## config.mk

```make
export PLATFORM = sky130hd
export DESIGN_NAME = plcs_top
export DESIGN_NICKNAME = d
export VERILOG_FILES = /design/src/hdl/plcs_pkg.sv /design/src/hdl/plcs_top.sv
export SDC_FILE = /design/constraint.sdc
export NUM_CORES = 1
export LEC_CHECK = 0
export BUFFER_PORTS_ARGS = -buffer_cell sky130_fd_sc_hd__buf_2
export CAP_MARGIN = 20
export CORE_AREA = 2 2 177 145
export CTS_BUF_LIST = sky130_fd_sc_hd__clkbuf_8
export DETAILED_ROUTE_END_ITERATION = 8
export DIE_AREA = 0 0 179 147
export GPL_TIMING_DRIVEN = 0
export PLACE_DENSITY_LB_ADDON = 0.1
export SLEW_MARGIN = 0
export SYNTH_ARGS = -nofsm -noshare
export SYNTH_HDL_FRONTEND = slang
export SYNTH_SLANG_ARGS = --single-unit
```

## constraint.sdc

```tcl
create_clock -name clk -period 6.79 [get_ports clk]
set_input_delay 1.0185 -clock clk [delete_from_list [all_inputs] [get_ports clk]]
set_output_delay 1.0185 -clock clk [all_outputs]
set_load 0.05 [all_outputs]
```

## src/hdl/plcs_pkg.sv

```systemverilog
// Constants, register map and carrier types of the clock synthesis control block
package plcs_pkg;

  // ********************************************************************
  // Register map (byte addresses on the APB)
  // ********************************************************************
  localparam int          ADDR_W     = 12;
  localparam logic [11:0] CTRL_OFS   = 12'h000;
  localparam logic [11:0] DIV_OFS    = 12'h004;
  localparam logic [11:0] DLY_OFS    = 12'h008;
  localparam logic [11:0] STAT_OFS   = 12'h00C;

  // Control register fields
  localparam int CTRL_DYN_BIT  = 0;
  localparam int CTRL_WOL_BIT  = 1;
  localparam int CTRL_RED_BIT  = 2;

  // Divider register fields
  localparam int DIV_IN_LSB    = 0;
  localparam int DIV_FB_LSB    = 4;
  localparam int DIV_OUT_LSB   = 8;
  localparam int DIV_LOW_LSB   = 16;

  // Delay and phase register fields
  localparam int DLY_STEP_LSB  = 0;
  localparam int DLY_PHASE_LSB = 8;
  localparam int DLY_DUTY_LSB  = 12;

  // Status register fields
  localparam int STAT_LOCK_BIT = 0;
  localparam int STAT_WAKE_BIT = 1;
  localparam int STAT_REFV_BIT = 2;
  localparam int STAT_FBV_BIT  = 3;
  localparam int STAT_ZR_BIT   = 4;
  localparam int STAT_LAG_BIT  = 5;
  localparam int STAT_STEP_LSB = 8;
  localparam int STAT_PER_LSB  = 16;

  // ********************************************************************
  // Limits and reset values
  // ********************************************************************
  localparam logic [3:0] IN_DIV_MIN   = 4'h1;
  localparam logic [3:0] IN_DIV_MAX   = 4'hC;
  localparam logic [4:0] OUT_DIV_MIN  = 5'h02;
  localparam logic [4:0] OUT_DIV_MAX  = 5'h18;
  localparam logic [7:0] LOW_DIV_MIN  = 8'h02;
  localparam logic [7:0] LOW_DIV_MAX  = 8'h80;
  localparam logic [4:0] STEP_MAX     = 5'h08;
  localparam logic [4:0] STEP_MIN     = 5'h18;
  localparam logic [2:0] DUTY_MIN     = 3'h1;
  localparam logic [2:0] DUTY_RST     = 3'h4;
  localparam logic [2:0] PHASE_RST    = 3'h0;
  localparam logic [4:0] STEP_RST     = 5'h00;
  localparam logic [2:0] CTRL_RST     = 3'h0;
  localparam logic [15:0] VCO_PER_RST = 16'h0008;
  localparam logic [15:0] VCO_PER_MAX = 16'hFFFF;

  // ********************************************************************
  // Timing
  // ********************************************************************
  localparam int CLK_PERIOD_PS  = 8000;
  localparam int DELAY_STEP_PS  = 250;
  localparam int DELAY_TOTAL_PS = 2000;
  localparam int DELAY_STEPS    = DELAY_TOTAL_PS / DELAY_STEP_PS;
  localparam int DLINE_LEN      = 2 * DELAY_STEPS + 1;
  localparam logic [4:0] DLY_CENTER = 5'h08;
  localparam int CLK_LOSS_NS    = 4000;
  localparam int CLK_LOSS_CYC   = (CLK_LOSS_NS * 1000) / CLK_PERIOD_PS;
  localparam int LOSS_W         = 10;
  localparam logic [4:0] LOCK_MATCHES = 5'h10;

  // ********************************************************************
  // Carrier types
  // ********************************************************************
  typedef struct packed {
    logic [7:0] low_div;
    logic [4:0] out_div;
    logic [3:0] fb_div;
    logic [3:0] in_div;
  } plcs_div_t;

  typedef struct packed {
    logic       zero;
    logic       lag;
    logic [2:0] step;
  } plcs_dly_t;

  typedef enum logic [1:0] {
    PLCS_ACQUIRE = 2'b01,
    PLCS_LOCKED  = 2'b10
  } plcs_lock_t;

endpackage

```

## src/hdl/plcs_top.sv

```systemverilog
// Clock synthesis loop model with dividers, delay adjust and lock detect
//
// Local design decisions: the address map and the APB register port.
`timescale 1ns/1ps
`default_nettype none

module plcs_top (
  input  wire logic        clk,
  input  wire logic        nrst,
  input  wire logic        psel,
  input  wire logic        penable,
  input  wire logic        pwrite,
  input  wire logic [11:0] paddr,
  input  wire logic [31:0] pwdata,
  output var  logic [31:0] prdata,
  output var  logic        pready,
  output var  logic        pslverr,
  input  wire logic        reference_clock_in,
  input  wire logic        feedback_clock_in,
  input  wire logic        pll_reset_in,
  input  wire logic        dyn_delay_select,
  input  wire logic        dyn_delay_zero_in,
  input  wire logic        dyn_delay_lag_in,
  input  wire logic [2:0]  dyn_delay_step_in,
  output var  logic        main_clock_out,
  output var  logic        shifted_clock_out,
  output var  logic        low_clock_out,
  output var  logic        lock_out,
  output var  logic        wake_out,
  output var  logic        dyn_delay_zero_out,
  output var  logic        dyn_delay_lag_out,
  output var  logic [2:0]  dyn_delay_step_out
);

  // ********************************************************************
  // Configuration registers and APB slave
  // ********************************************************************
  logic [2:0]        ctrl_reg;
  plcs_pkg::plcs_div_t div_reg;
  logic [4:0]        steps_reg;
  logic [2:0]        phase_reg;
  logic [2:0]        duty_reg;
  logic [31:0]       read_word;
  logic              sel_ctrl;
  logic              sel_div;
  logic              sel_dly;
  logic              sel_stat;
  logic              addr_ok;
  logic              setup_ph;
  logic              wr_en;

  // Address decode and phase qualifiers
  assign sel_ctrl = (paddr == plcs_pkg::CTRL_OFS);
  assign sel_div  = (paddr == plcs_pkg::DIV_OFS);
  assign sel_dly  = (paddr == plcs_pkg::DLY_OFS);
  assign sel_stat = (paddr == plcs_pkg::STAT_OFS);
  assign addr_ok  = sel_ctrl | sel_div | sel_dly | sel_stat;
  assign setup_ph = psel & ~penable;
  assign wr_en    = psel & penable & pready & pwrite & addr_ok;

  // Clamp helpers so an illegal write never stalls a divider
  function automatic logic [3:0] clamp_div12(input logic [3:0] v);
    clamp_div12 = (v < plcs_pkg::IN_DIV_MIN) ? plcs_pkg::IN_DIV_MIN :
                  (v > plcs_pkg::IN_DIV_MAX) ? plcs_pkg::IN_DIV_MAX : v;
  endfunction

  function automatic logic [4:0] clamp_out(input logic [4:0] v);
    clamp_out = (v < plcs_pkg::OUT_DIV_MIN) ? plcs_pkg::OUT_DIV_MIN :
                (v > plcs_pkg::OUT_DIV_MAX) ? plcs_pkg::OUT_DIV_MAX : {v[4:1], 1'b0};
  endfunction

  function automatic logic [7:0] clamp_low(input logic [7:0] v);
    clamp_low = (v < plcs_pkg::LOW_DIV_MIN) ? plcs_pkg::LOW_DIV_MIN :
                (v > plcs_pkg::LOW_DIV_MAX) ? plcs_pkg::LOW_DIV_MAX : {v[7:1], 1'b0};
  endfunction

  function automatic logic [4:0] clamp_step(input logic [4:0] v);
    clamp_step = (!v[4] && v > plcs_pkg::STEP_MAX) ? plcs_pkg::STEP_MAX :
                 (v[4] && v < plcs_pkg::STEP_MIN) ? plcs_pkg::STEP_MIN : v;
  endfunction

  // Configuration writes; divisor values only change here
  always_ff @(posedge clk) begin
    if (!nrst) begin
      ctrl_reg  <= plcs_pkg::CTRL_RST;
      div_reg   <= '{low_div: plcs_pkg::LOW_DIV_MIN, out_div: plcs_pkg::OUT_DIV_MIN,
                     fb_div: plcs_pkg::IN_DIV_MIN, in_div: plcs_pkg::IN_DIV_MIN};
      steps_reg <= plcs_pkg::STEP_RST;
      phase_reg <= plcs_pkg::PHASE_RST;
      duty_reg  <= plcs_pkg::DUTY_RST;
    end else if (wr_en) begin
      if (sel_ctrl) begin
        ctrl_reg <= pwdata[2:0];
      end
      if (sel_div) begin
        div_reg.in_div  <= clamp_div12(pwdata[plcs_pkg::DIV_IN_LSB +: 4]);
        div_reg.fb_div  <= clamp_div12(pwdata[plcs_pkg::DIV_FB_LSB +: 4]);
        div_reg.out_div <= clamp_out(pwdata[plcs_pkg::DIV_OUT_LSB +: 5]);
        div_reg.low_div <= clamp_low(pwdata[plcs_pkg::DIV_LOW_LSB +: 8]);
      end
      if (sel_dly) begin
        steps_reg <= clamp_step(pwdata[plcs_pkg::DLY_STEP_LSB +: 5]);
        phase_reg <= pwdata[plcs_pkg::DLY_PHASE_LSB +: 3];
        duty_reg  <= (pwdata[plcs_pkg::DLY_DUTY_LSB +: 3] < plcs_pkg::DUTY_MIN) ?
                     plcs_pkg::DUTY_MIN : pwdata[plcs_pkg::DLY_DUTY_LSB +: 3];
      end
    end
  end

  // Read data captured in the setup phase, zero-wait answer
  always_ff @(posedge clk) begin
    if (!nrst) begin
      prdata  <= 32'h0000_0000;
      pready  <= 1'b0;
      pslverr <= 1'b0;
    end else begin
      pready <= 1'b1;
      if (setup_ph) begin
        prdata  <= (addr_ok && !pwrite) ? read_word : 32'h0000_0000;
        pslverr <= ~addr_ok;
      end
    end
  end

  // ********************************************************************
  // Pin input synchronisers
  // ********************************************************************
  logic [2:0] pin_raw;
  logic [2:0] sync1_reg;
  logic [2:0] sync2_reg;
  logic [2:0] sync3_reg;
  logic [2:0] pin_reg;
  logic [2:0] pin_agree;
  logic [2:0] pin_next;
  logic [2:0] pin_rise;

  // A change counts once stages two and three agree
  assign pin_raw   = {pll_reset_in, feedback_clock_in, reference_clock_in};
  assign pin_agree = ~(sync2_reg ^ sync3_reg);
  assign pin_next  = (pin_agree & sync2_reg) | (~pin_agree & pin_reg);
  assign pin_rise  = pin_next & ~pin_reg;

  always_ff @(posedge clk) begin
    if (!nrst) begin
      sync1_reg <= 3'h0;
      sync2_reg <= 3'h0;
      sync3_reg <= 3'h0;
      pin_reg   <= 3'h0;
    end else begin
      sync1_reg <= pin_raw;
      sync2_reg <= sync1_reg;
      sync3_reg <= sync2_reg;
      pin_reg   <= pin_next;
    end
  end

  // ********************************************************************
  // Clock presence watchdogs (reference and feedback)
  // ********************************************************************
  logic [1:0] clk_valid;

  genvar gi;
  generate
    for (gi = 0; gi < 2; gi = gi + 1) begin : g_watch
      logic [plcs_pkg::LOSS_W-1:0] idle_reg;
      // Counts cycles since the last rising edge, saturating
      always_ff @(posedge clk) begin
        if (!nrst) begin
          idle_reg <= plcs_pkg::LOSS_W'(plcs_pkg::CLK_LOSS_CYC);
        end else if (pin_rise[gi]) begin
          idle_reg <= '0;
        end else if (idle_reg < plcs_pkg::LOSS_W'(plcs_pkg::CLK_LOSS_CYC)) begin
          idle_reg <= idle_reg + 1'b1;
        end
      end
      assign clk_valid[gi] = idle_reg < plcs_pkg::LOSS_W'(plcs_pkg::CLK_LOSS_CYC);
    end
  endgenerate

  // ********************************************************************
  // Input and feedback dividers
  // ********************************************************************
  logic       reduced;
  logic       rst_hold;
  logic [3:0] in_cnt_reg;
  logic [3:0] fb_cnt_reg;
  logic       ref_tick;
  logic       fb_tick;

  // Reduced variant has no reset pin; divisor one ignores reset
  assign reduced  = ctrl_reg[plcs_pkg::CTRL_RED_BIT];
  assign rst_hold = pin_reg[2] & ~reduced & (div_reg.in_div != plcs_pkg::IN_DIV_MIN);
  assign ref_tick = pin_rise[0] & ~rst_hold &
                    (in_cnt_reg >= 4'(div_reg.in_div - 4'h1));
  assign fb_tick  = pin_rise[1] & (fb_cnt_reg >= 4'(div_reg.fb_div - 4'h1));

  // Reset only zeroes the phase counter, never the divisor
  always_ff @(posedge clk) begin
    if (!nrst || rst_hold) begin
      in_cnt_reg <= 4'h0;
    end else if (pin_rise[0]) begin
      in_cnt_reg <= ref_tick ? 4'h0 : in_cnt_reg + 4'h1;
    end
  end

  always_ff @(posedge clk) begin
    if (!nrst) begin
      fb_cnt_reg <= 4'h0;
    end else if (pin_rise[1]) begin
      fb_cnt_reg <= fb_tick ? 4'h0 : fb_cnt_reg + 4'h1;
    end
  end

  // ********************************************************************
  // Phase comparison and oscillator tuning
  // ********************************************************************
  logic [1:0]  fb_seen_reg;
  logic [15:0] vco_per_reg;
  logic [15:0] vco_cnt_reg;
  logic        vco_tick;
  logic        match;

  assign match    = ref_tick & (fb_seen_reg == 2'h1);
  assign vco_tick = (vco_cnt_reg >= 16'(vco_per_reg - 16'h0001));

  // Feedback ticks counted between divided reference ticks
  always_ff @(posedge clk) begin
    if (!nrst) begin
      fb_seen_reg <= 2'h0;
    end else if (ref_tick) begin
      fb_seen_reg <= {1'b0, fb_tick};
    end else if (fb_tick && fb_seen_reg != 2'h2) begin
      fb_seen_reg <= fb_seen_reg + 2'h1;
    end
  end

  // Too few feedback ticks speeds the oscillator, too many slows it
  always_ff @(posedge clk) begin
    if (!nrst) begin
      vco_per_reg <= plcs_pkg::VCO_PER_RST;
    end else if (ref_tick && !match) begin
      if (fb_seen_reg == 2'h0 && vco_per_reg > 16'h0001) begin
        vco_per_reg <= vco_per_reg - 16'h0001;
      end else if (fb_seen_reg != 2'h0 && vco_per_reg != plcs_pkg::VCO_PER_MAX) begin
        vco_per_reg <= vco_per_reg + 16'h0001;
      end
    end
  end

  always_ff @(posedge clk) begin
    if (!nrst || vco_tick) begin
      vco_cnt_reg <= 16'h0000;
    end else begin
      vco_cnt_reg <= vco_cnt_reg + 16'h0001;
    end
  end

  // ********************************************************************
  // Output dividers and shifted output
  // ********************************************************************
  logic [3:0]  out_cnt_reg;
  logic        main_pre_reg;
  logic        main_toggle;
  logic        main_rise;
  logic [6:0]  low_cnt_reg;
  logic        low_pre_reg;
  logic        low_toggle;
  logic [15:0] main_cyc_reg;
  logic [15:0] main_per_reg;
  logic [12:0] eighth_len;
  logic [12:0] eighth_cnt_reg;
  logic [2:0]  octant_reg;
  logic        shifted_pre;

  // Main toggles every half divisor oscillator ticks
  assign main_toggle = vco_tick & (out_cnt_reg >= 4'(div_reg.out_div[4:1] - 4'h1));
  assign main_rise   = main_toggle & ~main_pre_reg;
  assign low_toggle  = main_rise & (low_cnt_reg >= 7'(div_reg.low_div[7:1] - 7'h01));
  assign eighth_len  = (main_per_reg[15:3] == 13'h0000) ? 13'h0001 : main_per_reg[15:3];
  assign shifted_pre = (3'(octant_reg - phase_reg) < duty_reg);

  always_ff @(posedge clk) begin
    if (!nrst) begin
      out_cnt_reg  <= 4'h0;
      main_pre_reg <= 1'b0;
    end else if (vco_tick) begin
      out_cnt_reg  <= main_toggle ? 4'h0 : out_cnt_reg + 4'h1;
      main_pre_reg <= main_pre_reg ^ main_toggle;
    end
  end

  always_ff @(posedge clk) begin
    if (!nrst) begin
      low_cnt_reg <= 7'h00;
      low_pre_reg <= 1'b0;
    end else if (main_rise) begin
      low_cnt_reg <= low_toggle ? 7'h00 : low_cnt_reg + 7'h01;
      low_pre_reg <= low_pre_reg ^ low_toggle;
    end
  end

  // Main period measured so the shifted output can split it in eighths
  always_ff @(posedge clk) begin
    if (!nrst) begin
      main_cyc_reg   <= 16'h0000;
      main_per_reg   <= 16'h0000;
      eighth_cnt_reg <= 13'h0000;
      octant_reg     <= 3'h0;
    end else if (main_rise) begin
      main_cyc_reg   <= 16'h0000;
      main_per_reg   <= 16'(main_cyc_reg + 16'h0001);
      eighth_cnt_reg <= 13'h0000;
      octant_reg     <= 3'h0;
    end else begin
      main_cyc_reg <= (main_cyc_reg == 16'hFFFF) ? main_cyc_reg : main_cyc_reg + 16'h0001;
      if (eighth_cnt_reg >= 13'(eighth_len - 13'h0001)) begin
        eighth_cnt_reg <= 13'h0000;
        octant_reg     <= (octant_reg == 3'h7) ? octant_reg : octant_reg + 3'h1;
      end else begin
        eighth_cnt_reg <= eighth_cnt_reg + 13'h0001;
      end
    end
  end

  // ********************************************************************
  // Delay selection and common delay line
  // ********************************************************************
  logic              dyn_active;
  logic [3:0]        dyn_mag;
  logic [4:0]        dyn_steps;
  logic [4:0]        applied_steps;
  logic [4:0]        abs_steps;
  logic [4:0]        tap;
  plcs_pkg::plcs_dly_t applied_dly;
  logic [2:0]        dline [0:plcs_pkg::DLINE_LEN-1];

  // Dynamic bus only counts when configured dynamic, selected and not reduced
  assign dyn_active = ctrl_reg[plcs_pkg::CTRL_DYN_BIT] & ~reduced & dyn_delay_select;
  assign dyn_mag    = {1'b0, dyn_delay_step_in} + 4'h1;
  assign dyn_steps  = dyn_delay_zero_in ? 5'h00 :
                      dyn_delay_lag_in ? {1'b0, dyn_mag} : 5'(-{1'b0, dyn_mag});
  assign applied_steps = dyn_active ? dyn_steps : steps_reg;
  assign abs_steps  = applied_steps[4] ? 5'(-applied_steps) : applied_steps;
  assign tap        = 5'(applied_steps + plcs_pkg::DLY_CENTER);
  assign applied_dly.zero = (applied_steps == 5'h00);
  assign applied_dly.lag  = ~applied_steps[4] & (applied_steps != 5'h00);
  assign applied_dly.step = applied_dly.zero ? 3'h0 : 3'(abs_steps - 5'h01);

  // One delay line carries main, shifted and low together
  always_ff @(posedge clk) begin
    if (!nrst) begin
      dline[0] <= 3'h0;
    end else begin
      dline[0] <= {low_pre_reg & ~reduced, shifted_pre & ~reduced, main_pre_reg};
    end
  end

  generate
    for (gi = 1; gi < plcs_pkg::DLINE_LEN; gi = gi + 1) begin : g_dline
      always_ff @(posedge clk) begin
        if (!nrst) begin
          dline[gi] <= 3'h0;
        end else begin
          dline[gi] <= dline[gi-1];
        end
      end
    end
  endgenerate

  // Clock outputs taken from the selected tap
  always_ff @(posedge clk) begin
    if (!nrst) begin
      main_clock_out    <= 1'b0;
      shifted_clock_out <= 1'b0;
      low_clock_out     <= 1'b0;
    end else begin
      main_clock_out    <= dline[tap][0];
      shifted_clock_out <= dline[tap][1];
      low_clock_out     <= dline[tap][2];
    end
  end

  // Applied delay read back to fabric, none in reduced variant
  always_ff @(posedge clk) begin
    if (!nrst) begin
      dyn_delay_zero_out <= 1'b0;
      dyn_delay_lag_out  <= 1'b0;
      dyn_delay_step_out <= 3'h0;
    end else begin
      dyn_delay_zero_out <= applied_dly.zero & ~reduced;
      dyn_delay_lag_out  <= applied_dly.lag & ~reduced;
      dyn_delay_step_out <= reduced ? 3'h0 : applied_dly.step;
    end
  end

  // ********************************************************************
  // Lock detection and wake
  // ********************************************************************
  plcs_pkg::plcs_lock_t lock_state_reg;
  plcs_pkg::plcs_lock_t lock_next;
  logic [4:0]         match_cnt_reg;
  logic               clocks_ok;
  logic               settled;

  assign clocks_ok = &clk_valid;
  assign settled   = clocks_ok & ~rst_hold & (match_cnt_reg >= plcs_pkg::LOCK_MATCHES);

  // Consecutive matching comparisons, cleared on any upset
  always_ff @(posedge clk) begin
    if (!nrst || !clocks_ok || rst_hold) begin
      match_cnt_reg <= 5'h00;
    end else if (ref_tick) begin
      match_cnt_reg <= !match ? 5'h00 :
                       (match_cnt_reg == plcs_pkg::LOCK_MATCHES) ? match_cnt_reg :
                       match_cnt_reg + 5'h01;
    end
  end

  // Lock state transitions
  always_comb begin
    lock_next = lock_state_reg;
    unique case (lock_state_reg)
      plcs_pkg::PLCS_ACQUIRE: begin
        if (settled) begin
          lock_next = plcs_pkg::PLCS_LOCKED;
        end
      end
      plcs_pkg::PLCS_LOCKED: begin
        if (!clocks_ok || rst_hold || (ref_tick && !match)) begin
          lock_next = plcs_pkg::PLCS_ACQUIRE;
        end
      end
      default: begin
        lock_next = plcs_pkg::PLCS_ACQUIRE;
      end
    endcase
  end

  // Wake is sticky; with the option on it waits for lock
  always_ff @(posedge clk) begin
    if (!nrst) begin
      lock_state_reg <= plcs_pkg::PLCS_ACQUIRE;
      lock_out       <= 1'b0;
      wake_out       <= 1'b0;
    end else begin
      lock_state_reg <= lock_next;
      lock_out       <= (lock_next == plcs_pkg::PLCS_LOCKED);
      wake_out       <= wake_out | ~ctrl_reg[plcs_pkg::CTRL_WOL_BIT] | lock_out;
    end
  end

  // ********************************************************************
  // Read mux
  // ********************************************************************
  logic [31:0] stat_word;

  assign stat_word = {vco_per_reg, 5'h00, dyn_delay_step_out, 2'h0, dyn_delay_lag_out,
                      dyn_delay_zero_out, clk_valid[1], clk_valid[0], wake_out, lock_out};
  assign read_word = sel_ctrl ? {29'h0000_0000, ctrl_reg} :
                     sel_div  ? {8'h00, div_reg.low_div, 3'h0, div_reg.out_div, div_reg.fb_div,
                                 div_reg.in_div} :
                     sel_dly  ? {17'h0_0000, duty_reg, 1'b0, phase_reg, 3'h0, steps_reg} :
                     sel_stat ? stat_word : 32'h0000_0000;

endmodule // plcs_top

`default_nettype wire

```

# Yosys cells after proc, flatten, opt, wreduce, memory -nomap -nowiden
# Memory sizes are Yosys's and may differ from the RTL's. A register that Yosys moved wholly into a read port is not among the register bits.
# Cells that the tools add are included.
[op_classes] addsub=25 n_mul=0 n_div=0 n_lt_le_gt_ge=22 n_eq_ne=14 shift=0 muxes=57 n_bitwise=64 reduce_logical=42
[op_table] cell="32-bit two-way mux" n=5
[op_table] cell="3-bit two-way mux" n=19
[op_table] cell="16-bit by 1-bit adder with 16-bit output (second input constant)" n=3
[op_table] cell="5-bit two-way mux" n=9
[op_table] cell="9-bit two-way mux" n=4
[op_table] cell="16-bit two-way mux" n=2
[op_table] cell="4-bit two-way mux" n=7
[op_table] cell="12-bit by 4-bit equality test with 1-bit output (second input constant)" n=2
[op_table] cell="1-bit bitwise AND" n=23
[op_table] cell="1-bit bitwise OR" n=22
[op_table] cell="10-bit by 1-bit adder with 10-bit output (second input constant)" n=2
[op_table] cell="10-bit by 9-bit less-than comparator with 1-bit output (second input constant)" n=2
[op_table] cell="16-bit equality test (second input constant)" n=1
[op_table] cell="16-bit greater-or-equal comparator" n=1
[op_table] cell="16-bit by 1-bit greater-than comparator with 1-bit output (second input constant)" n=1
[op_table] cell="8-bit two-way mux" n=2
[op_table] cell="16-bit inequality test (second input constant)" n=1
[op_table] cell="16-bit by 1-bit subtractor with 16-bit output (second input constant)" n=1
[op_table] cell="2-bit AND reduction" n=7
[op_table] cell="13-bit by 1-bit adder with 13-bit output (second input constant)" n=1
[op_table] cell="13-bit greater-or-equal comparator" n=1
[op_table] cell="13-bit zero test" n=1
[op_table] cell="13-bit two-way mux" n=1
[op_table] cell="13-bit by 1-bit subtractor with 13-bit output (second input constant)" n=1
[op_table] cell="other kinds (55)" n=105
[word_totals] register_bits=218 latchBits=0 mem_bits_rw=51 romBits=0 input_bits=58 output_inout_bits=44 elab_cells=265 mem_count=1
[memory_table] name="dline" words=17 word_bits=3 read_ports=17 rd_clocked_by_memory_dff=1 write_ports=17 line_no="plcs_top.sv:335" source="logic [2:0] dline [0:plcs_pkg::DLINE_LEN-1];"

# Logic depth before layout (Yosys ltp)
[logic_depth] depth_word=15 ltp_mapped=21

# Least setup slack after synthesis
# Ideal clock, no wire load.
[synth_path] kind="register to register" startpoint="reg vco_per_reg[2]" endpoint="reg low_cnt_reg[5]" arrival_time_ns=3.908 t_required_ns=6.674 slack_ns=2.767 path_stages_with_launch=18 n_path_buf=4 cell_sequence="dfxtp_1 -> buf_6 -> nor4_1 -> nand4b_1 -> or4b_1 -> xor2_1 -> ha_1 -> nand4_1 -> or2_2 -> o21ai_0 -> a211oi_1 -> clkbuf_1 -> nor2_1 -> ha_1 -> clkbuf_1 -> clkbuf_1 -> o21ai_0 -> and3_1"
[synth_between] elab_chain_cells=6
[synth_rtl] element="start: declaration" line_no="plcs_top.sv:218" source="logic [15:0] vco_per_reg;"
[synth_rtl] element="start signal: assignment" line_no="plcs_top.sv:240" source="vco_per_reg <= plcs_pkg::VCO_PER_RST;"
[synth_rtl] element="start signal: assignment" line_no="plcs_top.sv:243" source="vco_per_reg <= vco_per_reg - 16'h0001;"
[synth_rtl] element="start signal: assignment" line_no="plcs_top.sv:245" source="vco_per_reg <= vco_per_reg + 16'h0001;"
[synth_rtl] element="16-bit by 1-bit subtractor with 16-bit output *" line_no="plcs_top.sv:224" source="assign vco_tick = (vco_cnt_reg >= 16'(vco_per_reg - 16'h0001));"
[synth_rtl] element="16-bit greater-or-equal comparator *" line_no="plcs_top.sv:224"
[synth_rtl] element="1-bit bitwise AND *" line_no="plcs_top.sv:276" source="assign main_toggle = vco_tick & (out_cnt_reg >= 4'(div_reg.out_div[4:1] - 4'h1));"
[synth_rtl] element="1-bit bitwise AND *" line_no="plcs_top.sv:277" source="assign main_rise = main_toggle & ~main_pre_reg;"
[synth_rtl] element="net main_rise" line_no="plcs_top.sv:264" source="logic main_rise;"
[synth_rtl] element="1-bit bitwise AND" line_no="plcs_top.sv:278" source="assign low_toggle = main_rise & (low_cnt_reg >= 7'(div_reg.low_div[7:1] - 7'h01));"
[synth_rtl] element="7-bit two-way mux" line_no="plcs_top.sv:297" source="low_cnt_reg <= low_toggle ? 7'h00 : low_cnt_reg + 7'h01;"
[synth_rtl] element="end signal: assignment" line_no="plcs_top.sv:297"
[synth_rtl] element="end: declaration" line_no="plcs_top.sv:265" source="logic [6:0] low_cnt_reg;"
# Mark *: on every way through the listed nets, which the timed path passes. The rest lies on a longest branch.
# A chain may end at the register's enable or synchronous reset.

# Final worst setup path
[layout_path] startpoint="reg vco_per_reg[3]" endpoint="reg eighth_cnt_reg[5]"
[layout_between] elab_chain_cells=5
[layout_rtl] element="16-bit by 1-bit subtractor with 16-bit output" line_no="plcs_top.sv:224"
[layout_rtl] element="16-bit greater-or-equal comparator" line_no="plcs_top.sv:224"
[layout_rtl] element="1-bit bitwise AND" line_no="plcs_top.sv:276"
[layout_rtl] element="1-bit bitwise AND" line_no="plcs_top.sv:277"
[layout_rtl] element="net main_rise" line_no="plcs_top.sv:264"
[layout_rtl] element="3-bit OR reduction (no source line)"
[layout_rtl] element="end signal: assignment" line_no="plcs_top.sv:320" source="eighth_cnt_reg <= eighth_cnt_reg + 13'h0001;"
[layout_rtl] element="end: declaration" line_no="plcs_top.sv:271" source="logic [12:0] eighth_cnt_reg;"
# The timed path passes the listed nets, and every way through them passes these cells.

==> results.py <==
metrics = {
    "setup_path": {
        "path_max_fanout": 10,
        "end_kind": "flop",
        "r2r_cells": 18,
        "reg2reg_from": "vco_per_reg[3]",
        "startpoint_type": "flop",
        "reg2reg_slack_ns": 1.66,
        "crit_type": "flop to flop",
        "timing.rr.end": "eighth_cnt_reg[5]",
        "crit_arrival_ns": 5.61,
        "crit_required_ns": 7.26,
    },
    "logic_synthesis": {
        "synth.most_common_cell": "dfxtp_1",
        "yosysSeqAreaShare_pct": 40.75,
        "ys_top_cells_by_area": "dfxtp_1 (41%), ha_1 (7.9%), nor2_1 (4.7%)",
        "synth_xor_area_share_pct": 7.640,
        "synth-compound-area-share_pct": 12.84,
        "ys.flop_type": "dfxtp_1",
        "syn_area_per_cell_um2": 8.818,
        "netlist.area_leader.share_pct": 40.75,
        "ys_ff_latch": 266,
        "syn_inst": 1482,
        "synth_cell_types": 72,
        "synthArstFlopShare_pct": 0,
        "synth_top_family_by_area": "simple AND/OR/NAND/NOR gates",
        "synthMuxAreaShare_pct": 5.294,
        "synth_edf_count": 0,
        "netlist_area_um2": 13070,
        "synth-simple-area-share_pct": 21.71,
        "syn_nets": 1623,
        "synth_fa_ha_area_share_pct": 8.004,
        "synth_warnings": 0,
        "yosys.area.top_type": "dfxtp_1",
        "ys_top_cells_by_count": "dfxtp_1 (266), nor2_1 (164), nand2_1 (132)",
    },
    "timing": {
        "hold_violations": 0,
        "tns_ns": 0,
        "period_needed_ns": 5.133,
        "slew_viol_final": 0,
        "max_freq_ghz": 0.1948,
        "max_slew_margin_pct": 26.09,
        "rsz0062_at_grt": "no",
        "tightestPinTransition_ns": 1.109,
        "fin_crit_sh_pct": 75.60,
        "setup_viol": 0,
        "finClkSkew_ns": 0.02892,
    },
    "clock_tree": {
        "cts_tree": "built",
        "cts_resized": 0,
        "worstSkewPairLatency_ns": 0.57,
        "cts_buffer_depth": 3,
        "cts_setup_buffers": 0,
        "path_clk_slew_ns": 0.06,
        "cts_sinks": 266,
        "cts.htree.levels": 2,
        "cts_hold_buffers": 0,
        "cts-buffers-inserted": 45,
        "root_buffer": "clkbuf_8",
    },
    "routing": {
        "vias": 11010,
        "met3_length_um": 2733,
        "drt-met1-wl_um": 16700,
        "ant_nets": 0,
        "dr_wl_met2_um": 13810,
        "wl_um": 33860,
        "drtPass1Iterations": 6,
        "drc": 0,
        "via_per_inst": 5.554,
        "wire_per_inst_um": 17.08,
        "topRoutingLayerUsed": "met4",
        "drt_iter0_markers": 924,
    },
    "worst_hold_path": {
        "hold_end": "sync2_reg[2]",
        "min_from": "sync1_reg[2]",
        "hold_depth": 1,
        "hold_class": "flop to flop",
    },
    "die": {
        "rows": 52,
        "die-area_um2": 26310,
        "ios": 102,
        "core_um2": 24660,
        "chipHeight_um": 147,
        "start_util_pct": 53.00,
        "fp.dieW_um": 179,
    },
    "global_routing": {
        "grt_max_degree": 13,
        "grt_pass1_wl_um": 53520,
        "antenna_found_initial": 1,
        "grt_pass1_vias": 10210,
        "grt.overflow.total": 0,
        "grt_usage_pct": 25.68,
    },
    "run_status": {
        "outcome": "complete, no violations",
    },
    "placement": {
        "dp.cells": 1897,
        "gp_congestion": 0.8973,
        "port_buffers": 90,
        "post-dp-hpwl_um": 24900,
    },
    "finish": {
        "postLayoutCoreUtil_pct": 60.55,
        "area_delta_synth_final_pct": 14.25,
        "largest_register_ffs": 51,
        "final_nets": 1761,
        "finalNonFillerCells": 1983,
        "drive_gt1_share_pct": 13.04,
        "nFillCells": 2190,
    },
    "power": {
        "worst_ir_drop_vdd_v": 0.0001374,
        "p_leak_nw": 6.193,
        "power_per_cell_area_nw_per_um2": 230.4,
    },
    "run": {
        "cap_viol_max_count": 0,
    },
}
-- how the worst max path moves through the flow --
stage,startpoint,end,slack (ns),cells past startpoint
global route,vco_per_reg[3],eighth_cnt_reg[4],1.29,18
floorplan,vco_per_reg[2],low_cnt_reg[5],2.77,17
finish,vco_per_reg[3],eighth_cnt_reg[5],1.66,18
CTS,vco_per_reg[3],eighth_cnt_reg[5],1.69,18
global placement,vco_per_reg[3],eighth_cnt_reg[12],1.84,18
detailed placement,vco_per_reg[3],eighth_cnt_reg[5],1.74,18
-- area by class of cell --
| type | instances | area, um2 | area share (%) |
|---|---|---|---|
| multi-input combinational | 1101 | 7256 | 48.60 |
| buffer | 71 | 322.8 | 2.162 |
| timing repair buffer | 91 | 455.4 | 3.050 |
| clock buffer | 60 | 825.8 | 5.531 |
| clock inverter | 24 | 170.2 | 1.140 |
| sequential | 266 | 5325 | 35.67 |
| antenna | 2 | 5.005 | 0.03352 |
| tap | 324 | 405.4 | 2.715 |
| inverter | 44 | 165.2 | 1.106 |
-- metrics by stage --
stage	setup slack [ns]	total power [mW]	area [um2]	hold WS, ns
final	1.657	3.440	14930	0.4316
after global routing	1.291	3.585	14930	0.4527
after CTS	1.691	3.468	14930	0.4338
after detailed placement	1.736	1.925	13930	0.4183
after global placement	1.838	1.918	13920	0.4140
after floorplan	2.767	1.831	13070	0.4119
-- power breakdown --
part	internal [mW]	switching (mW)	total, mW	leakage (nW)
registers	1.58	0.0227	1.61	2.15
clock network	0.874	0.672	1.55	0.564
logic	0.105	0.182	0.287	3.48
-- layer usage --
layer | GRT usage [%] | up-vias
met5 | 0 | -
met4 | 6.504 | 0
met3 | 5.150 | 64
met2 | 36.60 | 333
met1 | 39.31 | 5156
li1 | - | 5461
-- critical path: stages (launching register included) --
cell	delay [ns]
dfxtp_1	0.30
buf_4	0.16
nor4_1	0.37
nand4b_1	0.33
or4b_1	0.63
xor2_1	0.18
ha_1	0.22
or3_1	0.31
o2111ai_1	0.10
a21oi_1	0.07
a211oi_1	0.44
clkbuf_1	0.50
nor2_1	0.09
ha_1	0.19
clkbuf_1	0.19
nor2_1	0.36
nand2_1	0.14
clkbuf_1	0.27
nor2_1	0.18
-- cell usage in the layout, fill, tap and decap left out, types with 12 or more instances in the layout --
master / synthesis / final
xnor2_1: 59 / 59
and3_1: 24 / 24
buf_2: 9 / 100
nand2_1: 132 / 132
mux2i_1: 52 / 52
ha_1: 82 / 82
or3_1: 12 / 12
inv_1: 44 / 55
nand3_1: 45 / 45
nor4_1: 12 / 12
nor3_1: 43 / 43
nand2b_1: 20 / 20
a22oi_1: 26 / 26
nor2_1: 164 / 164
o21ai_0: 45 / 45
clkbuf_8: 0 / 60
clkbuf_1: 53 / 53
nand4_1: 27 / 27
xor2_1: 55 / 55
a21oi_1: 91 / 91
dfxtp_1: 266 / 266
a211oi_1: 22 / 22
a21o_1: 15 / 15
and2_1: 63 / 63
-- kinds of logic (layout without fill, tap and decap cells) --
logic type                 after synthesis  count (layout)
and+or+nand+nor                        580             580
DFF                                    266             266
AOI/OAI and AO/OA                      258             258
buffers and inverters                  115             290
xor gates and xnor gates               114             114
adders and majority gates               83              83
muxes                                   65              65
other                                    1               3
(Power assumes the default switching activity.)
